[src/stc_pkg.sv]
// Contract
// - Counter is 16 bits in readable, writable high and low byte registers.
// - Wrap from all ones to zero sets the overflow interrupt flag.
// - Control bit 0 starts counting when set, halts it when clear.
// - Control bit 7 selects one 16-bit access or two 8-bit accesses.
// - Control bit 6 is read-only, set while timer oscillator clocks system.
// - Bits 5:4 prescale input clock: 11 by 8, 10 by 4, 01 by 2, 00 none.
// - Control bit 3 enables timer oscillator; clear shuts it off for power.
// - Bit 2 skips synchronising external input; ignored with internal source.
// - Bit 1 counts external rising edges when set, else internal clock/4.
// - After oscillator failure the status bit shows the actual clock source.
package stc_pkg;
   // ****************************************
   // Register map
   // ****************************************
   localparam logic [7:0] STC_OFS_CTRL = 8'h00;
   localparam logic [7:0] STC_OFS_LOW = 8'h04;
   localparam logic [7:0] STC_OFS_HIGH = 8'h08;
   localparam logic [7:0] STC_OFS_STAT = 8'h0C;
   localparam logic [7:0] STC_OFS_MASK = 8'h10;
   // ****************************************
   // Control fields and reset values
   // ****************************************
   localparam int STC_B_ON = 0;
   localparam int STC_B_SRC = 1;
   localparam int STC_B_NOSYNC = 2;
   localparam int STC_B_OSCEN = 3;
   localparam int STC_B_PS_LO = 4;
   localparam int STC_B_RUN = 6;
   localparam int STC_B_WIDE = 7;
   localparam logic [7:0] STC_CTRL_RST = 8'h00;
   localparam logic [7:0] STC_CTRL_WMASK = 8'hBF;
   localparam logic [15:0] STC_CNT_RST = 16'h0000;
   localparam logic [1:0] STC_QDIV_LAST = 2'h3;
   localparam logic [1:0] STC_RESP_OKAY = 2'h0;
   localparam logic [1:0] STC_RESP_SLVERR = 2'h2;

   typedef enum logic [2:0]
   {
      STC_WR_IDLE = 3'b001,
      STC_WR_ACT = 3'b010,
      STC_WR_RESP = 3'b100
   } stc_wr_st_t;
endpackage : stc_pkg

[src/stc_timer.sv]
// The AXI4-Lite slave port and the placing of the registers were chosen for this implementation.
`timescale 1ns/1ns
module stc_timer
(
   // Clock and reset
   input wire logic aclk,
   input wire logic aresetn,
   // AXI4-Lite write address
   input wire logic [7:0] s_axi_awaddr,
   input wire logic s_axi_awvalid,
   output logic s_axi_awready,
   // AXI4-Lite write data
   input wire logic [31:0] s_axi_wdata,
   input wire logic [3:0] s_axi_wstrb,
   input wire logic s_axi_wvalid,
   output logic s_axi_wready,
   // AXI4-Lite write response
   output logic [1:0] s_axi_bresp,
   output logic s_axi_bvalid,
   input wire logic s_axi_bready,
   // AXI4-Lite read
   input wire logic [7:0] s_axi_araddr,
   input wire logic s_axi_arvalid,
   output logic s_axi_arready,
   output logic [31:0] s_axi_rdata,
   output logic [1:0] s_axi_rresp,
   output logic s_axi_rvalid,
   input wire logic s_axi_rready,
   // Pins and clock system
   input wire logic external_clock_input,
   input wire logic sys_clk_from_timer_osc,
   output logic timer_osc_enable,
   output logic irq
);
   import stc_pkg::*;

   // ****************************************
   // State
   // ****************************************
   typedef struct packed
   {
      stc_wr_st_t wst;
      logic [7:0] awaddr;
      logic aw_got;
      logic [31:0] wdata;
      logic w_got;
      logic [1:0] bresp;
      logic rvalid;
      logic [31:0] rdata;
      logic [1:0] rresp;
      logic [7:0] ctrl;
      logic [15:0] cnt;
      logic [7:0] hi_buf;
      logic ovf;
      logic ovf_mask;
      logic [1:0] qdiv;
      logic [2:0] pre;
      logic [1:0] ext_sync;
      logic run_s1;
      logic run_s2;
      logic ext_prev;
      logic ext_pend;
      logic awready;
      logic wready;
      logic arready;
      logic irq;
   } stc_state_t;

   stc_state_t s_q;
   stc_state_t s_d;

   // True on the input tick that completes the selected prescale ratio.
   // The limit is the ratio minus one, so a ratio of 1:1 passes every tick.
   function automatic logic prescale_done(input logic [2:0] pre,
                                          input logic [1:0] ps);
      logic [2:0] lim;
      lim = 3'h0;
      unique case (ps)
         2'h0: lim = 3'h0;
         2'h1: lim = 3'h1;
         2'h2: lim = 3'h3;
         2'h3: lim = 3'h7;
      endcase
      return pre >= lim;
   endfunction : prescale_done

   // ****************************************
   // Next state
   // ****************************************
   always_comb
   begin
      logic tick;
      logic raw_edge;
      logic ext_lvl;
      logic do_wr;
      logic wr_err;
      logic [7:0] ctrl_w;
      logic [7:0] wb;
      logic [15:0] cnt_n;
      logic wrap;
      logic edge_seen;
      tick = 1'b0;
      raw_edge = 1'b0;
      ext_lvl = 1'b0;
      do_wr = 1'b0;
      wr_err = 1'b0;
      ctrl_w = 8'h00;
      wb = 8'h00;
      cnt_n = 16'h0000;
      wrap = 1'b0;
      edge_seen = 1'b0;
      s_d = s_q;

      // Pins pass two flip-flops before any use.
      s_d.ext_sync = {s_q.ext_sync[0], external_clock_input};
      s_d.run_s1 = sys_clk_from_timer_osc;
      s_d.run_s2 = s_q.run_s1;
      // The synchronised clock status lands in the read-only bit.
      s_d.ctrl[STC_B_RUN] = s_q.run_s2;

      // Instruction rate is the bus clock over four.
      s_d.qdiv = s_q.qdiv + 2'h1;
      // The unsynchronised option still samples through the pin stage:
      // this fabric has one clock, so only the extra edge stage is skipped.
      ext_lvl = s_q.ext_sync[1];
      s_d.ext_prev = ext_lvl;
      raw_edge = ext_lvl & ~s_q.ext_prev;
      // In synchronised mode an edge waits for the next instruction
      // phase instead of being dropped; a second edge inside the same
      // phase merges with the first, which caps the external rate.
      edge_seen = raw_edge | s_q.ext_pend;
      s_d.ext_pend = 1'b0;
      if (s_q.ctrl[STC_B_SRC])
      begin
         if (s_q.ctrl[STC_B_NOSYNC])
         begin
            tick = raw_edge;
         end
         else
         begin
            tick = edge_seen & (s_q.qdiv == STC_QDIV_LAST);
            s_d.ext_pend = edge_seen & (s_q.qdiv != STC_QDIV_LAST);
         end
      end
      else
      begin
         tick = (s_q.qdiv == STC_QDIV_LAST);
      end

      cnt_n = s_q.cnt;
      if (s_q.ctrl[STC_B_ON] && tick)
      begin
         if (prescale_done(s_q.pre,
                           s_q.ctrl[STC_B_PS_LO+1:STC_B_PS_LO]))
         begin
            s_d.pre = 3'h0;
            cnt_n = s_q.cnt + 16'h0001;
            if (s_q.cnt == 16'hFFFF)
            begin
               wrap = 1'b1;
               s_d.ovf = 1'b1;
            end
         end
         else
         begin
            s_d.pre = s_q.pre + 3'h1;
         end
      end

      // ****************************************
      // Write channel
      // ****************************************
      unique case (s_q.wst)
         STC_WR_IDLE:
         begin
            if (s_axi_awvalid)
            begin
               s_d.awaddr = s_axi_awaddr;
               s_d.aw_got = 1'b1;
            end
            if (s_axi_wvalid)
            begin
               s_d.wdata = s_axi_wdata;
               s_d.w_got = 1'b1;
            end
            if (s_axi_awvalid || s_axi_wvalid)
            begin
               s_d.wst = STC_WR_ACT;
            end
         end
         STC_WR_ACT:
         begin
            if (!s_q.aw_got && s_axi_awvalid)
            begin
               s_d.awaddr = s_axi_awaddr;
               s_d.aw_got = 1'b1;
            end
            if (!s_q.w_got && s_axi_wvalid)
            begin
               s_d.wdata = s_axi_wdata;
               s_d.w_got = 1'b1;
            end
            if (s_q.aw_got && s_q.w_got)
            begin
               do_wr = 1'b1;
               s_d.aw_got = 1'b0;
               s_d.w_got = 1'b0;
               s_d.wst = STC_WR_RESP;
            end
         end
         STC_WR_RESP:
         begin
            if (s_axi_bready)
            begin
               s_d.wst = STC_WR_IDLE;
            end
         end
      endcase

      wb = s_q.wdata[7:0];
      if (do_wr)
      begin
         unique case (s_q.awaddr)
            STC_OFS_CTRL:
            begin
               ctrl_w = (wb & STC_CTRL_WMASK)
                        | (s_d.ctrl & ~STC_CTRL_WMASK);
               s_d.ctrl = ctrl_w;
            end
            STC_OFS_LOW:
            begin
               if (s_q.ctrl[STC_B_WIDE])
               begin
                  cnt_n = {s_q.hi_buf, wb};
               end
               else
               begin
                  cnt_n = {cnt_n[15:8], wb};
               end
               s_d.pre = 3'h0;
            end
            STC_OFS_HIGH:
            begin
               if (s_q.ctrl[STC_B_WIDE])
               begin
                  s_d.hi_buf = wb;
               end
               else
               begin
                  cnt_n = {wb, cnt_n[7:0]};
               end
            end
            STC_OFS_STAT:
            begin
               // A wrap in this same cycle keeps the flag set.
               if (wb[0] && !wrap)
               begin
                  s_d.ovf = 1'b0;
               end
            end
            STC_OFS_MASK: s_d.ovf_mask = wb[0];
            // Unmapped offsets answer with an error and change nothing.
            default: wr_err = 1'b1;
         endcase
         s_d.bresp = wr_err ? STC_RESP_SLVERR : STC_RESP_OKAY;
      end
      s_d.cnt = cnt_n;

      // ****************************************
      // Read channel
      // ****************************************
      if (s_q.rvalid && s_axi_rready)
      begin
         s_d.rvalid = 1'b0;
      end
      if (!s_q.rvalid && s_axi_arvalid)
      begin
         s_d.rvalid = 1'b1;
         s_d.rresp = STC_RESP_OKAY;
         s_d.rdata = 32'h00000000;
         unique case (s_axi_araddr)
            STC_OFS_CTRL: s_d.rdata[7:0] = s_q.ctrl;
            STC_OFS_LOW:
            begin
               // A low read in wide mode freezes the high byte for the
               // next high read, so a carry between the reads is not seen.
               s_d.rdata[7:0] = s_q.cnt[7:0];
               if (s_q.ctrl[STC_B_WIDE])
               begin
                  s_d.hi_buf = s_q.cnt[15:8];
               end
            end
            STC_OFS_HIGH:
               s_d.rdata[7:0] = s_q.ctrl[STC_B_WIDE]
                                ? s_q.hi_buf : s_q.cnt[15:8];
            STC_OFS_STAT: s_d.rdata[0] = s_q.ovf;
            STC_OFS_MASK: s_d.rdata[0] = s_q.ovf_mask;
            default: s_d.rresp = STC_RESP_SLVERR;
         endcase
      end

      s_d.irq = s_d.ovf & s_d.ovf_mask;

      // Readies are registered from the state that the next edge loads,
      // so no output is decoded from state after the flops.
      s_d.awready = (s_d.wst == STC_WR_IDLE)
                    || ((s_d.wst == STC_WR_ACT) && !s_d.aw_got);
      s_d.wready = (s_d.wst == STC_WR_IDLE)
                   || ((s_d.wst == STC_WR_ACT) && !s_d.w_got);
      s_d.arready = !s_d.rvalid;
   end

   // ****************************************
   // Registers
   // ****************************************
   always_ff @(posedge aclk)
   begin
      if (!aresetn)
      begin
         s_q <= '0;
         s_q.wst <= STC_WR_IDLE;
         s_q.ctrl <= STC_CTRL_RST;
         s_q.cnt <= STC_CNT_RST;
         s_q.awready <= 1'b1;
         s_q.wready <= 1'b1;
         s_q.arready <= 1'b1;
      end
      else
      begin
         s_q <= s_d;
      end
   end

   // Every output is taken straight from a bit of the state record.
   assign s_axi_awready = s_q.awready;
   assign s_axi_wready = s_q.wready;
   assign s_axi_bvalid = s_q.wst[2];
   assign s_axi_bresp = s_q.bresp;
   assign s_axi_arready = s_q.arready;
   assign s_axi_rvalid = s_q.rvalid;
   assign s_axi_rdata = s_q.rdata;
   assign s_axi_rresp = s_q.rresp;
   assign timer_osc_enable = s_q.ctrl[STC_B_OSCEN];
   assign irq = s_q.irq;
endmodule : stc_timer

[config.mk]
export PLATFORM = sky130hd
export DESIGN_NAME = stc_timer
export DESIGN_NICKNAME = d
export VERILOG_FILES = /design/src/stc_pkg.sv /design/src/stc_timer.sv
export SDC_FILE = /design/constraint.sdc
export NUM_CORES = 1
export LEC_CHECK = 0
export ABC_AREA = 1
export ABC_CLOCK_PERIOD_IN_PS = 2500
export BUFFER_PORTS_ARGS = -buffer_cell sky130_fd_sc_hd__buf_2
export CAP_MARGIN = 20
export CELL_PAD_IN_SITES_DETAIL_PLACEMENT = 0
export CELL_PAD_IN_SITES_GLOBAL_PLACEMENT = 1
export CORE_ASPECT_RATIO = 1.25
export CORE_MARGIN = 2
export CORE_UTILIZATION = 38
export DETAILED_ROUTE_END_ITERATION = 10
export GPL_TIMING_DRIVEN = 0
export PLACE_DENSITY = 0.87
export RECOVER_POWER = 100
export SKIP_CTS_REPAIR_TIMING = 1
export SYNTH_ARGS = -nofsm -noshare
export SYNTH_HDL_FRONTEND = slang
export SYNTH_SLANG_ARGS = --single-unit
[constraint.sdc]
create_clock -name aclk -period 2.5 [get_ports aclk]
set_input_delay 0.125 -clock aclk [delete_from_list [all_inputs] [get_ports aclk]]
set_output_delay 0.125 -clock aclk [all_outputs]
set_load 0.005 [all_outputs]
==> reports/summary.txt <==
outcome: finished, final reports clean
crit end category: register
CTS Buf Count: 9
Rows: 43
Die ar.: 0.0122 mm²
Cells after Synth: 630
Largest register FFs: 61
Yosys warning count: 0
CTS tree: built
sequential cell area fraction in the yosys report: 0.377
Critical Path RT: 2.71 ns
CTS sink cnt: 81
worst-skew pair later-pin latency: 0.35 ns
most frequent CP cell: o21ai_0
ys flop type: dfxtp_1
CP startpoint kind: register
vias after detailed routing: 4147
Final period util: 0.915
Compound-Gate Fraction of Synth Area: 0.164
largest fanout on the critical path: 8
max_cap viols: 0
DP Worst Slack: 0.0836 ns
Placer Congestion: 0.901
layout overhead on the synthesized area: 19.8%
fin. max-slew vios: 0
Top reg by flops: s_q
Worst-path clk slew: 0.06 ns
final worst setup slack: 0.213 ns
Final Instance Area: 0.00515 mm²
delay-heaviest family, CP: simple AND/OR/NAND/NOR gates
Final Hold Fails: 0
Crit Path Category: reg -> reg
vias in the first global route: 3848
share of layout cells above drive strength 1: 0.157
Congestion Overflow GR: 0
first-pass GRT wire length: 18900 µm
Synth Register Bits: 81
ANT cells: 0
WL final: 11700 µm
Yosys cell types: 41
clk buf depth: 2
RSZ-0062 raised after global routing: false
IO Count: 104
Hold Startpoint: s_axi_wdata[1]
Leakage: 2.42 nW
remaining routing DRC violations: 0
pin count of the biggest net entering global routing: 16
hold path depth: 3
Max rail drop VDD: 0.384 mV
H-tree levels: 3
All-Layer GR Usage: 0.198
mux cell area share after synthesis: 0.00233
reg2reg start: s_q[45]
routed len/inst: 13.6 µm
Antenna Violating Nets Remaining: 0
placed insts: 839
Hold Crit Class: in -> reg
DR iter-0 viols: 212
Avg Inst Size Synth: 6.82 µm²
non-filler cells, final: 857
final setup violation count: 0
Final Skew: 0.0108 ns
max incr delay on CP: 0.36 ns
Rel. slew slack: 0.555
initial antenna violation count: 0
Worst path slowest cell: dfxtp_1
Netlist Area Pre-Place: 0.00430 mm²
FF/Latch Area: 0.00162 mm²
Most Crowded Layer GR: met2
PortBufs: 49
worst-margin pin slew: 0.667 ns
Chip Width: 99.1 µm
power density over the cells: 596 mW/mm²
Simple-Gate Fraction of Synth Area: 0.256
M1 GR Usage: 0.234
Post-DP HPWL: 8970 µm
worst path cell trace: or2_2 -> ha_1 -> nand3_1 -> nand3_2 -> inv_1 -> nor2_2 -> nand2_1 -> o21ai_0 -> o21ai_0 -> a21oi_1 -> nor2_1
M2 GR Usage: 0.360
crit path DAT: 2.50 ns
R2R depth: 11
initial core utilization: 0.388
xor and xnor area share after synthesis: 0.0224
Multi-input gate area: 0.00209 mm²
Pre-Repair DR Iteration Count: 4
placed instance area: 0.00481 mm²
met3 Use GR: 0.0249
synthesized-area fraction occupied by adder cells: 0.0175
largest family of logic cells by synthesized area: simple AND/OR/NAND/NOR gates
Final Util: 0.465
# fillers: 1151
root buffer cell: clkbuf_16
post-synthesis async set-or-reset flop share: 0
Post-Route Setup TNS: 0 ns
fmax: 437 MHz
number of flops mapped to enable cells by yosys: 0
nets: 784
CP bufs+invs: 1
vias per inst: 4.84
RR Endpoint: s_q[34]
Die Span Y: 123 µm
register-to-register setup slack: 0.21 ns
Tmin final: 2.29 ns
core area: 0.0111 mm²
endpoint with the worst hold slack: s_q[88]
-- cells in the final DEF (no fill, tap or decap), drive strengths merged --
cell         instances
o21ai               41
buf                 73
o211ai               7
nor3                 8
clkinvlp             1
nand3               31
nand2              142
o22ai                7
nor2                59
o2111ai              1
a21oi               57
conb                26
nand4                6
o221ai               1
a2111oi              1
a31oi                1
or2                  7
o32ai                2
dlygate4sd3          2
dfxtp               81
xnor2                3
xor2                 8
clkinv               4
nor4                 2
mux2i                1
a21boi               1
a211oi               7
o21bai               1
ha                   6
clkbuf              37
inv                 93
and2                 1
nand3b               2
bufinv               2
-- synth_stat cells, drive strengths merged, types with 2 or more instances --
cell type | instances | area share
nand2 | 142 | 0.13
inv | 91 | 0.079
dfxtp | 81 | 0.38
nor2 | 59 | 0.052
a21oi | 57 | 0.066
o21ai | 41 | 0.048
buf | 40 | 0.068
nand3 | 31 | 0.038
clkbuf | 12 | 0.010
nor3 | 8 | 0.013
xor2 | 8 | 0.016
a211oi | 7 | 0.012
o211ai | 7 | 0.012
o22ai | 7 | 0.010
or2 | 7 | 0.010
ha | 6 | 0.017
nand4 | 6 | 0.0087
xnor2 | 3 | 0.0061
clkinv | 2 | 0.0020
nand3b | 2 | 0.0035
nor4 | 2 | 0.0029
o32ai | 2 | 0.0041
-- tightest hold or removal path, delay by kind of cell --
| kind | cells | cell delay, ns |
|---|---|---|
| buf+inv | 1 | 0.07 |
| simple gates | 1 | 0.07 |
| compound gates | 1 | 0.05 |
-- area by class of cell --
cell class	instances	area share
clock inverters	7	0.0199
inverters	93	0.0680
clock buffers	9	0.0437
multi-input cells	429	0.406
well taps	135	0.0328
repair buffers	51	0.0493
flip-flops and latches	81	0.315
plain buffers	52	0.0654
-- logic make-up (layout without fill, tap and decap cells) --
logic type | Yosys count | after routing
buf+inv | 145 | 212
xor+xnor | 11 | 11
mux | 1 | 1
compound gates | 127 | 127
flops | 81 | 81
simple gates | 258 | 258
other cells | 1 | 26
fa+ha+maj | 6 | 6
-- report_power, final --
group,internal (mW),leakage (nW),switching [mW]
Sequential,1.33,0.659,0.0211
Clock,0.885,0.157,0.565
Combinational,0.103,1.60,0.161
-- metal layers --
layer	wire length, µm	up-vias	share of wire
li1	-	2143	-
met1	4940	1866	0.42
met2	5870	112	0.50
met3	571	26	0.049
met4	316	0	0.027
met5	0	-	0
-- how the worst max path moves through the flow --
stage | start | end | cells after the start
floorplan | s_q[45] | s_q[34] | 11
global placement | s_q[45] | s_q[34] | 11
detailed placement | s_q[45] | s_q[34] | 11
CTS | s_q[45] | s_q[34] | 11
global route | s_q[45] | s_q[34] | 11
finish | s_q[45] | s_q[34] | 11
-- through the flow --
step,hold WS (ns),total power [mW]
global route,0.0166,3.19
floorplan,0.223,1.55
detailed placement,0.314,1.64
finish,0.00867,3.07
CTS,-0.0324,3.09
global placement,0.305,1.64
No activity file was read; power rests on OpenSTA's default activity.
